`config.mk`:
```
export PLATFORM = sky130hd
export DESIGN_NAME = msf_status
export DESIGN_NICKNAME = d
export VERILOG_FILES = /design/src/msf_pkg.sv /design/src/msf_status.sv
export VERILOG_INCLUDE_DIRS = /design/src
export SDC_FILE = /design/constraint.sdc
export NUM_CORES = 1
export LEC_CHECK = 0
export BUFFER_PORTS_ARGS = -buffer_cell sky130_fd_sc_hd__buf_2
export CORE_MARGIN = 2
export CORE_UTILIZATION = 41
export DETAILED_ROUTE_END_ITERATION = 6
export GPL_ROUTABILITY_DRIVEN = 0
export MAX_ROUTING_LAYER = met4
export PLACE_DENSITY = 0.91
export SLEW_MARGIN = 10
export SYNTH_ARGS = -nofsm -noshare
export SYNTH_HDL_FRONTEND = slang
export SYNTH_SLANG_ARGS = --single-unit
```
`constraint.sdc`:
```
create_clock -name mclk_i -period 2.6 [get_ports mclk_i]
set_input_delay 0.52 -clock mclk_i [delete_from_list [all_inputs] [get_ports mclk_i]]
set_output_delay 0.52 -clock mclk_i [all_outputs]
set_load 0.05 [all_outputs]
```
`src/msf_consts.svh`:
```
`ifndef MSF_CONSTS_SVH
`define MSF_CONSTS_SVH

// ****************************************
// register map (index = byte address / 4)
// ****************************************
`define MSF_FIRST_STATUS_IDX 8'h41
`define MSF_SECOND_STATUS_IDX 8'h42
`define MSF_IRQ_STATUS_IDX 8'h60
`define MSF_IRQ_MASK_IDX 8'h61
`define MSF_PIN_CONFIG_IDX 8'h62
`define MSF_STATUS_RESET 8'h00
`define MSF_IRQ_RESET 2'h0
`define MSF_MASK_RESET 2'h0
`define MSF_PIN_CONFIG_RESET 2'h0

// ****************************************
// field positions
// ****************************************
`define MSF_S1_SUMMARY_BIT 7
`define MSF_S2_CHAIN_BIT 1
`define MSF_S2_SPEED4_BIT 5
`define MSF_S2_DIODE1_BIT 6
`define MSF_S2_DIODE2_BIT 7
`define MSF_CFG_PIN22_BIT 0
`define MSF_CFG_PIN14_BIT 1
`define MSF_IRQ_FIRST_BIT 0
`define MSF_IRQ_SECOND_BIT 1

`endif

```
`src/msf_pkg.sv`:
```
package msf_pkg;

	typedef struct packed {
		logic [3:0] volt_first;
		logic remote_one_temp;
		logic local_temp;
		logic remote_two_temp;
		logic volt_12;
		logic [3:0] fan_stall;
		logic overtemp_timer_over;
		logic diode_one;
		logic diode_two;
		logic chained_third;
	} msf_cause_type;

	typedef struct packed {
		logic first_fan_drive;
		logic second_fan_drive;
		logic third_fan_drive;
	} msf_drive_type;

	typedef struct packed {
		logic psel;
		logic penable;
		logic pwrite;
		logic [31:0] paddr;
		logic [31:0] pwdata;
	} msf_apb_req_type;

endpackage : msf_pkg

```
`src/msf_status.sv`:
```
// Decided for this implementation: register access over APB.
`timescale 1ns/1ps
`include "msf_consts.svh"

module msf_status
	import msf_pkg::*;
(
	input wire logic mclk_i,
	input wire logic rstn_i,
	input wire msf_apb_req_type apb_i,
	output logic pready_o,
	output logic pslverr_o,
	output logic [31:0] prdata_o,
	input wire msf_cause_type cause_i,
	input wire msf_drive_type drive_i,
	output logic irq_o
);

	// ****************************************
	// bus decode
	// ****************************************
	function automatic logic hit(input logic [31:0] addr,
		input logic [7:0] idx);
		hit = (addr == {22'h000000, idx, 2'h0});
	endfunction : hit

	logic [7:0] first_status;
	logic [7:0] second_status;
	logic [1:0] irq_status;
	logic [1:0] irq_mask;
	logic [1:0] pin_config;
	logic [7:0] next_first_status;
	logic [7:0] next_second_status;
	logic [1:0] next_irq_status;
	logic [1:0] next_irq_mask;
	logic [1:0] next_pin_config;
	logic [31:0] next_prdata;
	logic [7:0] cause_first;
	logic [7:0] cause_second;
	logic access;
	logic wr;
	logic rd;
	logic mapped;

	// zero wait states: every access completes in its first access cycle
	assign access = apb_i.psel & apb_i.penable;
	assign wr = access & apb_i.pwrite;
	assign rd = access & ~apb_i.pwrite;
	assign pready_o = 1'b1;
	assign mapped = hit(apb_i.paddr, `MSF_FIRST_STATUS_IDX)
		| hit(apb_i.paddr, `MSF_SECOND_STATUS_IDX)
		| hit(apb_i.paddr, `MSF_IRQ_STATUS_IDX)
		| hit(apb_i.paddr, `MSF_IRQ_MASK_IDX)
		| hit(apb_i.paddr, `MSF_PIN_CONFIG_IDX);
	assign pslverr_o = access & ~mapped;

	// ****************************************
	// live causes
	// ****************************************
	always_comb begin
		cause_first = 8'h00;
		cause_second = 8'h00;
		cause_first[3:0] = cause_i.volt_first;
		if (pin_config[`MSF_CFG_PIN22_BIT]) begin
			cause_first[0] = cause_i.overtemp_timer_over;
		end
		cause_first[4] = cause_i.remote_one_temp;
		cause_first[5] = cause_i.local_temp;
		cause_first[6] = cause_i.remote_two_temp;
		cause_second[0] = cause_i.volt_12;
		// fan flags ignored while the drive is off: a stopped fan is no fault
		cause_second[2] = cause_i.fan_stall[0]
			& drive_i.first_fan_drive;
		cause_second[3] = cause_i.fan_stall[1]
			& drive_i.second_fan_drive;
		cause_second[4] = cause_i.fan_stall[2]
			& drive_i.third_fan_drive;
		if (pin_config[`MSF_CFG_PIN14_BIT]) begin
			cause_second[`MSF_S2_SPEED4_BIT] =
				cause_i.overtemp_timer_over;
		end else begin
			cause_second[`MSF_S2_SPEED4_BIT] = cause_i.fan_stall[3]
				& drive_i.third_fan_drive;
		end
		cause_second[`MSF_S2_DIODE1_BIT] = cause_i.diode_one;
		cause_second[`MSF_S2_DIODE2_BIT] = cause_i.diode_two;
	end

	// ****************************************
	// status, interrupt and config next state
	// ****************************************
	always_comb begin
		next_first_status = first_status;
		next_second_status = second_status;
		// read clears only flags whose cause is gone; set wins
		if (rd && hit(apb_i.paddr, `MSF_FIRST_STATUS_IDX)) begin
			next_first_status = first_status & cause_first;
		end
		if (rd && hit(apb_i.paddr, `MSF_SECOND_STATUS_IDX)) begin
			next_second_status = second_status & cause_second;
		end
		// status writes fall through: flags have no write path
		next_second_status = next_second_status | cause_second;
		// chain bit follows the third register live, never latched
		next_second_status[`MSF_S2_CHAIN_BIT] =
			cause_i.chained_third;
		next_first_status = next_first_status | cause_first;
		next_first_status[`MSF_S1_SUMMARY_BIT] =
			|next_second_status;
		next_irq_status = irq_status;
		next_irq_mask = irq_mask;
		next_pin_config = pin_config;
		if (wr && hit(apb_i.paddr, `MSF_IRQ_STATUS_IDX)) begin
			next_irq_status = irq_status & ~apb_i.pwdata[1:0];
		end
		if (wr && hit(apb_i.paddr, `MSF_IRQ_MASK_IDX)) begin
			next_irq_mask = apb_i.pwdata[1:0];
		end
		if (wr && hit(apb_i.paddr, `MSF_PIN_CONFIG_IDX)) begin
			next_pin_config = apb_i.pwdata[1:0];
		end
		// new latch events set sticky bits; set beats a same-cycle clear
		if (|(cause_first & ~first_status)) begin
			next_irq_status[`MSF_IRQ_FIRST_BIT] = 1'b1;
		end
		if (|(cause_second & ~second_status)) begin
			next_irq_status[`MSF_IRQ_SECOND_BIT] = 1'b1;
		end
	end

	always_comb begin
		next_prdata = 32'h00000000;
		if (rd) begin
			if (hit(apb_i.paddr, `MSF_FIRST_STATUS_IDX)) begin
				next_prdata[7:0] = first_status;
			end
			if (hit(apb_i.paddr, `MSF_SECOND_STATUS_IDX)) begin
				next_prdata[7:0] = second_status;
			end
			if (hit(apb_i.paddr, `MSF_IRQ_STATUS_IDX)) begin
				next_prdata[1:0] = irq_status;
			end
			if (hit(apb_i.paddr, `MSF_IRQ_MASK_IDX)) begin
				next_prdata[1:0] = irq_mask;
			end
			if (hit(apb_i.paddr, `MSF_PIN_CONFIG_IDX)) begin
				next_prdata[1:0] = pin_config;
			end
		end
	end

	// ****************************************
	// registers
	// ****************************************
	always_ff @(posedge mclk_i or negedge rstn_i) begin
		if (!rstn_i) begin
			first_status <= `MSF_STATUS_RESET;
			second_status <= `MSF_STATUS_RESET;
			irq_status <= `MSF_IRQ_RESET;
			irq_mask <= `MSF_MASK_RESET;
			pin_config <= `MSF_PIN_CONFIG_RESET;
			irq_o <= 1'b0;
		end else begin
			first_status <= next_first_status;
			second_status <= next_second_status;
			irq_status <= next_irq_status;
			irq_mask <= next_irq_mask;
			pin_config <= next_pin_config;
			irq_o <= |(next_irq_status & next_irq_mask);
		end
	end

	// read data is combinational from the flops so it is valid in
	// the single access cycle; reads see pre-clear values
	assign prdata_o = next_prdata;

endmodule : msf_status

```
* Word level (Yosys, flattened, before mapping)
Index checks and enable logic that the tools add are counted.
** Operators by class
- Add/subtract/negate cells :: 0
- Multiply operators :: 0
- Divide/modulo/power cells :: 0
- $lt $le $gt $ge :: 0
- Equality and inequality tests :: 5
- Shift operators :: 0
- Multiplexer cells :: 14
- Bitwise gates (word level) :: 25
- Reduce and logical (&&, ||, !) cells :: 9
** Operators with widths (count)
- 32-bit by 9-bit == test with 1-bit output (second input constant) :: 5
- 8-bit 2-to-1 mux :: 4
- 8-bit OR reduction :: 3
- 8-bit AND :: 2
- 8-bit NOT :: 2
- 2-bit 2-to-1 mux :: 5
- 1-bit AND :: 8
- 7-bit by 8-bit AND with 8-bit output :: 1
- 8-bit bitwise OR :: 1
- 7-bit AND :: 1
- 7-bit 2-to-1 mux :: 1
- 7-bit bitwise OR :: 1
- 1-bit logical AND :: 5
- 2-bit AND :: 2
- 1-bit 2-to-1 mux :: 4
- 1-bit bitwise OR :: 4
- 1-bit NOT :: 2
- 2-bit NOT :: 1
- 2-bit OR reduction :: 1
** Storage, ports and cells
- Bits in registers :: 23
- Bits in latches :: 0
- Bits in writable memories :: 0
- Memory bits (read-only) :: 0
- Input port bits :: 88
- Output and inout bits :: 35
- Logic and storage cells :: 59
- Memories kept :: 0

* Depth between registers and ports, before layout
Gate-level depths: netlist (run 1).
- Word-level depth :: 7
- Gate-level depth with buffers :: 6
- Mapped depth without buffers :: 5

* Worst setup path before layout (run 1)
OpenSTA, ideal clock, no wires.
- Kind :: input port to output port
- From :: input apb_i[43] in the netlist's numbering
- To :: output prdata_o[2]
- Data arrival time :: 2.288 ns
- Required time :: 2.080 ns
- Path slack :: -0.208 ns
- Stages on the path :: 5
- Buffers on the path :: 0
- Path through :: nor4_1 nand2_4 nor4_4 a22oi_1 nor2_1
** On the way
- Cells in the longest elaborated chain, start to end :: 4
- Elaborated cells on any way between the ends :: 5
- Classes of those cells :: eq/ne: 2; mux: 3
** RTL lines
- from (decl) :: line msf_status.sv:10 : input wire msf_apb_req_type apb_i,
- 32-bit by 9-bit == test with 1-bit output :: line msf_status.sv:24 : hit = (addr == {22'h000000, idx, 2'h0});
- 8-bit 2-to-1 mux :: line msf_status.sv:134 : if (hit(apb_i.paddr, `MSF_FIRST_STATUS_IDX)) begin
- 8-bit 2-to-1 mux (*) :: line msf_status.sv:137 : if (hit(apb_i.paddr, `MSF_SECOND_STATUS_IDX)) begin
- 8-bit 2-to-1 mux (*) :: line msf_status.sv:133 : if (rd) begin
- to (decl) :: line msf_status.sv:13 : output logic [31:0] prdata_o,
Mark *: on every way between the ends. The rest lies on a longest branch, timed or not.

* Worst setup path in the final report (run 1)
- From :: input apb_i[54] in the netlist's numbering
- To :: output prdata_o[3]
The elaborated chain is that of the path after synthesis.

==> key figures, run 1 <==
Drt
  – DRC Markers: 0
  – Drt initial violations: 92
  – Initial DRT Pass Iterations: 4
  – Via Count: between 1500 and 2000
  – DR WL/cell: ~14 um
  – Via density: around 5.2
  – Detailed Route WL: between 4000 and 5000 um
  – Antenna Nets Post-Route: 0

Synthesis
  – Share of the synthesized area in the top cell type: a little over a third
  – Register area share after synthesis: around a third
  – Syn_area_per_cell: around 10 um^2
  – Yosys reg bits: 23
  – Yosys warnings: 0
  – Async set-reset flop share out of synthesis: 100%
  – Primary FF master, synth: dfrtp_1
  – EDFF count, synth: 0
  – Synthesized area: 1660 um^2
  – Synth cell types: 41
  – Post-synth top cells: buf_4, dfrtp_1, nand2_1
  – Synth area leader: dfrtp_1
  – Synth top area cells: dfrtp_1, buf_4, nor4_4
  – Post-synthesis cell count: between 150 and 200
  – Most frequent cell after synthesis: buf_4

Placed design
  – Hpwl dp: ~3300 um
  – Post-Place Cells: slightly below 300
  – Port Buffers: 67

Worst setup path
  – R2R cell count: 5
  – CP Data Required Time: between 2 and 2.5 ns
  – Worst Path Max Fanout: 6
  – Startpoint Class: input pin
  – Crit Path Class: in2out
  – Crit path DAT: ~2.0 ns
  – CP endpoint kind: primary output

CTS
  – Reg clk slew, reported paths: about 0.08 ns
  – Worst-skew pair later-pin latency: 0.27 ns
  – H-tree level count: 1
  – Root Driver: clkbuf_8
  – CTS Buffer Depth: 2
  – CTS Hold Buffers Added: 0
  – Clk sinks: 23
  – CTS tree: done
  – TritonCTS Buffers: 3

STA
  – Post-Route Skew: between 0.003 and 0.004 ns
  – RSZ-0062 raised after global routing: no
  – Fmax: roughly 400 MHz
  – Final hold violations: 0
  – Hold Slack: 0.209 ns
  – Worst slew pin tran: 0.616 ns
  – Relative slew slack: about 58%
  – Final Cycle Share: between 90% and 100%
  – Setup tns final: 0 ns
  – Fin. max-slew vios: 0
  – Tmin final: around 2.5 ns
  – Final number of setup-violating endpoints: 0

GRT
  – Largest net degree at the start of global routing: 24
  – Initial antenna violation count: 0
  – Vias in the first global route: about 1400
  – Overflow after GRT: 0
  – Total GRT Usage: between 10% and 20%
  – First-pass GRT wire length: around 6400 um

Pwr
  – Net Sw Frac: 33.0%
  – Maximum vdd drop: ~0.25 mV
  – Pint: between 500 and 600 uW
  – Comb pwr share: 25.1%
  – Leakage Power: approximately 1.0 nW
  – Total power: around 770 uW
  – Power per Cell Area: roughly 360 nW/um^2
  – Switch Pwr: ~260 uW
  – Part of the power in registers: between 40% and 50%
  – Clock power frac: 28.5%

Status
  – Status: finished clean

Finish
  – Antenna cell count: 0
  – Filler Cell Count: about 360
  – Share of cells above drive strength 1: a little under half
  – Syn-to-layout area delta: 31.3%
  – Multi-input logic area: around 980 um^2
  – Area taken by flip-flops and latches: 576 um^2
  – Nets: around 340
  – Post-Layout Cell Count: 299

Job
  – Max-cap violation count: 0

Floorplan
  – Die width: roughly 68 um
  – Die Area: roughly 4600 um^2
  – Die height: 67.6 um
  – Initial core utilization: around 42%
  – Core area: between 3000 and 4000 um^2
  – Site Rows: 23
  – Num ports: about 120

Worst hold path
  – Hold Path Class: in2async
[worst paths after layout]
path / slack [ns] / to / from
max: 0.09 / prdata_o[3] / apb_i[54]
min: 0.21 / second_status[3] / rstn_i
max reg2reg: 0.68 / irq_o / pin_config[1]
min reg2reg: 0.51 / first_status[6] / first_status[6]
max in group asynchronous: 2.04 / irq_mask[0] / rstn_i
min in group mclk_i: 0.38 / second_status[1] / cause_i[0]
[through the flow]
stage	instance area, um^2	util [%]	setup WS, ns
after detailed placement	2070	52.4	-0.0182
after CTS	2130	54.0	0.0181
after global routing	2180	55.2	0.00841
final	2180	55.2	0.0917
after floorplan	1760	-	0.00582
after global placement	2070	52.4	0.0187
[power groups by stage]
stage                     Sequential, mW  Combinational [mW]  Clock (mW)
final                              0.358               0.194       0.220
after global routing               0.358               0.209       0.245
after CTS                          0.358               0.191       0.225
after detailed placement           0.366               0.190           0
after global placement             0.366               0.187           0
after floorplan                    0.366               0.141           0
[area by class of cell]
cell class / count / share of cell area (%)
clock buffers: 3 / 1.90
clock inverters: 1 / 0.230
inverters: 8 / 1.38
multi-input cells: 131 / 44.9
flip-flops and latches: 23 / 26.5
well taps: 50 / 2.88
repair buffers: 83 / 22.3
[layout by cell type, fill, tap and decap left out, types with 2 or more instances in the layout]
cell type / instances
a21o_1: 10
buf_4: 18
nor4b_2: 2
a32oi_1: 2
o21ai_0: 6
nor3_4: 2
nand4_1: 2
mux2_2: 2
mux2_1: 2
nor4_4: 7
nor3_2: 2
o22ai_1: 5
inv_1: 8
nand2b_1: 8
buf_2: 61
a22oi_1: 6
nor2_2: 6
nor2_1: 3
nand3_2: 2
a22o_1: 4
buf_6: 4
dfrtp_1: 23
conb_1: 25
clkbuf_8: 3
nor4_1: 5
nand2_1: 12
[metal layers]
| metal | track usage [%] | share of wire, % |
|---|---|---|
| met5 | - | 0 |
| met3 | 1.67 | 8.2 |
| met2 | 32.6 | 50 |
| met1 | 24.0 | 40 |
| met4 | 6.89 | 1.8 |
[sequential cells by signal (all words and copies together), names as in the netlist]
register,count
irq_o,1
pin_config,2
second_status,8
first_status,8
irq_mask,2
irq_status,2
[cells by family after synthesis]
kind of cell | Yosys count | synth area share, %
simple gates | 60 | 29.4
compound gates | 41 | 18.1
buf+inv | 35 | 14.0
flops | 23 | 34.7
mux | 5 | 3.32
other cells | 2 | 0.453
[what timing repair did]
item	CTS	global route
buffers inserted	0	1
resized for setup	6	8
setup endpoints to repair	6	7
pin swaps	0	6
[critical path: stages]
cell and delay (ns):
buf_2 0.11, nor4_4 0.32, nand4_4 0.15, buf_6 0.17, nor3_4 0.18, buf_6 0.14, a22oi_1 0.08, nor2_2 0.10
buf_4 0.20
Power figures use the tool's default switching activity.
==> run 2: changes to the inputs <==
--- a/config.mk
+++ b/config.mk
@@ -6,9 +6,11 @@
 export SDC_FILE = /design/constraint.sdc
 export NUM_CORES = 1
 export LEC_CHECK = 0
+export ABC_AREA = 1
 export BUFFER_PORTS_ARGS = -buffer_cell sky130_fd_sc_hd__buf_2
+export CORE_ASPECT_RATIO = 1.2
 export CORE_MARGIN = 2
-export CORE_UTILIZATION = 41
+export CORE_UTILIZATION = 42
 export DETAILED_ROUTE_END_ITERATION = 6
 export GPL_ROUTABILITY_DRIVEN = 0
 export MAX_ROUTING_LAYER = met4
==> run 2 against run 1 <==
- worst hold slack gained 0.0047 ns
- via count increased by 15%
- non-clock buffer count down 11
- die area increased by 4.7%
- clock power about the same
- setup slack better by 0.038 ns
- flip-flop and latch count unchanged
- first-iteration DRC count is 66% lower
- sequential share of layout area fell by 0.23 points
- sequential power is essentially flat
- synthesized area up 7.6%
- cell area up 0.86%
==> key figures, run 2 <==
Drt
  – Detailed Route WL: 3950 um (-3.2%)
  – Via Count: 1780 (+15%)
  – Drt initial violations: 31 (-66%)
  – DR WL/cell: 9.98 um (-27%)
  – Antenna Nets Post-Route: 0 (unchanged)
  – DRC Markers: 0 (unchanged)
  – Initial DRT Pass Iterations: 4 (unchanged)
  – Via density: 4.49 (-13%)

Worst setup path
  – Crit Path Class: in2out
  – CP bufs+invs: 5 (+1)
  – Crit path DAT: 1.95 ns (-0.04 ns)
  – CP endpoint kind: primary output
  – CP top delay family: simple AND/OR/NAND/NOR gates
  – Startpoint Class: input pin
  – Slowest cell on the critical path: buf_2
  – Register-to-Register Setup Slack: 1.22 ns (+0.54 ns)
  – Crit path top cell by count: nand2_1
  – CP Data Required Time: 2.08 ns (about the same)
  – Slowest stage delay, CP: 0.28 ns (-0.04 ns)
  – Crit-path cells: buf_2 -> nor2_1 -> nand2_1 -> nor2_2 -> nand2_2 -> inv_2 -> nand2_2 -> inv_1 -> nand2_1 -> nand2_1 -> inv_1 -> a21oi_1 -> buf_2
  – Worst Path Max Fanout: 4 (-2)

CTS
  – H-tree level count: 1 (unchanged)
  – CTS tree: done
  – Worst-skew pair later-pin latency: 0.27 ns (about the same)
  – Clk sinks: 23 (unchanged)
  – CTS Hold Buffers Added: 0 (unchanged)
  – Root Driver: clkbuf_8
  – Setup bufs post-CTS: 0 (unchanged)
  – Post-CTS sizing: 0 (-6)
  – TritonCTS Buffers: 3 (unchanged)
  – Reg clk slew, reported paths: 0.08 ns (about the same)
  – CTS Buffer Depth: 2 (unchanged)

Pwr
  – Leakage Power: 1.21 nW (+18%)
  – Clock power frac: 29.2% (+0.7 points)
  – Part of the power in registers: 47.8% (+1.5 points)
  – Comb pwr share: 23.0% (-2.1 points)
  – Net Sw Frac: 32.0% (-1.0 points)
  – Switch Pwr: 240 uW (-6.0%)
  – Power per Cell Area: 342 nW/um^2 (-3.9%)
  – Pint: 510 uW (-1.6%)
  – Maximum vdd drop: 0.264 mV (+5.8%)

GRT
  – M2 GR Usage: 32.9% (+0.27 points)
  – Vias in the first global route: 1612 (+18%)
  – Met1 Track Usage GR: 18.8% (-5.2 points)
  – Overflow after GRT: 0 (unchanged)
  – Largest net degree at the start of global routing: 24 (unchanged)
  – Initial antenna violation count: 0 (unchanged)
  – Global route hottest layer: met2
  – Met3 global-route usage: 2.81% (+1.1 points)
  – First-pass GRT wire length: 6500 um (+1.4%)
  – Total GRT Usage: 17.7% (-1.6 points)

STA
  – Tmin final: 2.47 ns (-0.0384 ns)
  – Final WS setup: 0.130 ns (+0.0384 ns)
  – Final hold violations: 0 (unchanged)
  – RSZ-0062 raised after global routing: yes
  – Final Cycle Share: 95.0% (-1.5 points)
  – Fmax: 405 MHz (+1.6%)
  – Fin. max-slew vios: 0 (unchanged)
  – Hold Slack: 0.214 ns (+0.00469 ns)
  – Post-Route Skew: 0.00684 ns (+0.00303 ns)
  – Final number of setup-violating endpoints: 0 (unchanged)

Finish
  – Nets: 431 (+28%)
  – Syn-to-layout area delta: 23.2%
  – Filler Cell Count: 387 (+7.2%)
  – Largest regs: first_status: 8 flops, second_status: 8 flops
  – Share of cells above drive strength 1: 29.5% (-16 points)
  – Most frequent cells in the layout: nand2_1, buf_2, inv_1
  – Most common cell after layout, fill and taps aside: nand2_1
  – Antenna cell count: 0 (unchanged)

Synthesis
  – Synth top area cells: dfrtp_1, nand2_1, buf_4
  – Post-synthesis cell count: 268 (+61%)
  – Share of the synthesized area in the top cell type: 32.3% (-2.4 points)
  – Post-synthesis mux area share: 0% (-3.3 points)
  – Register area share after synthesis: 32.3% (-2.4 points)
  – Yosys reg bits: 23 (unchanged)
  – Synth area leader: dfrtp_1
  – Synth cell types: 27 (-34%)
  – Async set-reset flop share out of synthesis: 100% (unchanged)
  – Most frequent cell after synthesis: nand2_1
  – Synthesized area: 1780 um^2 (+7.6%)
  – Largest family of logic cells by synthesized area: simple AND/OR/NAND/NOR gates
  – Synth Area in XOR/XNOR: 0% (unchanged)
  – Post-synth top cells: nand2_1, inv_1, nor2_1
  – EDFF count, synth: 0 (unchanged)
  – Synth Area in Adders: 0% (unchanged)
  – Primary FF master, synth: dfrtp_1
  – Syn_area_per_cell: 6.65 um^2 (-33%)
  – Yosys warnings: 0 (unchanged)
  – Fraction of the mapped netlist area in simple logic gates: 35.0% (+5.7 points)
  – Synth Area in Compound Gates: 10.7% (-7.4 points)

Floorplan
  – Core area: 4000 um^2 (+1.6%)
  – Die width: 63.5 um (-6.1%)
  – Die height: 75.4 um (+12%)
  – Site Rows: 25 (+8.7%)
  – Initial core utilization: 44.5% (+2.5 points)
  – Num ports: 123 (unchanged)
  – Die Area: 4780 um^2 (+4.7%)

Worst hold path
  – Hold Path Class: in2async

Placed design
  – Port Buffers: 67 (unchanged)
  – Hpwl dp: 3430 um (+3.8%)
  – Dpl ws: 0.0744 ns (+0.0926 ns)

Job
  – Max-cap violation count: 0 (unchanged)

Status
  – Status: finished clean
-- run 2: metal layers --
layer / vias up / part of all wire, %
met3: 10 / 6.0
met5: - / 0
met1: 788 / 40
li1: 918 / -
met4: 0 / 2.7
met2: 64 / 52
-- run 2: logic make-up after synthesis --
family                 Yosys count
AO/OA/AOI/OAI                   32
AND/OR/NAND/NOR                134
buffers and inverters           77
flip-flops                      23
other                            2
-- run 2: worst paths after layout --
kind,start,endpoint,depth (start not counted)
min reg2reg,second_status[2],second_status[2],2
min in group mclk_i,cause_i[0],second_status[1],1
min,rstn_i,first_status[0],1
max,apb_i[53],prdata_o[1],13
max in group asynchronous,rstn_i,second_status[6],1
max reg2reg,pin_config[0],irq_o,6
-- run 2: area by class of cell --
class	count	area, um^2	share of cell area, %
sequential	23	576	26.2
clock buffer	3	41.3	1.88
tap	54	67.6	3.08
inverter	52	196	8.95
clock inverter	1	5.00	0.228
timing repair buffer	72	389	17.7
multi-input combinational	191	920	41.9
-- run 2: worst register-to-register path, delay by kind of cell, from the launching register on --
family | cells | cell delay, ns
and+or+nand+nor | 4 | 0.52
DFF | 1 | 0.41
AOI/OAI and AO/OA | 2 | 0.35
-- run 2: through the flow --
stage / instances / cell area (um^2) / setup TNS, ns / utilization [%] / power (mW)
finish: 396 / 2190 / 0 / 54.8 / 0.750
global placement: 392 / 2130 / 0 / 53.1 / 0.535
CTS: 396 / 2170 / 0 / 54.3 / 0.754
floorplan: 291 / 1870 / -0.129 / - / 0.508
global route: 396 / 2190 / -0.0374 / 54.8 / 0.783
detailed placement: 392 / 2130 / 0 / 53.1 / 0.538
-- run 2: power by group through the flow --
stage / combinational (mW) / clock [mW] / sequential (mW)
finish: 0.172 / 0.219 / 0.359
detailed placement: 0.172 / 0 / 0.366
floorplan: 0.142 / 0 / 0.366
global placement: 0.169 / 0 / 0.366
CTS: 0.172 / 0.223 / 0.359
global route: 0.188 / 0.237 / 0.359
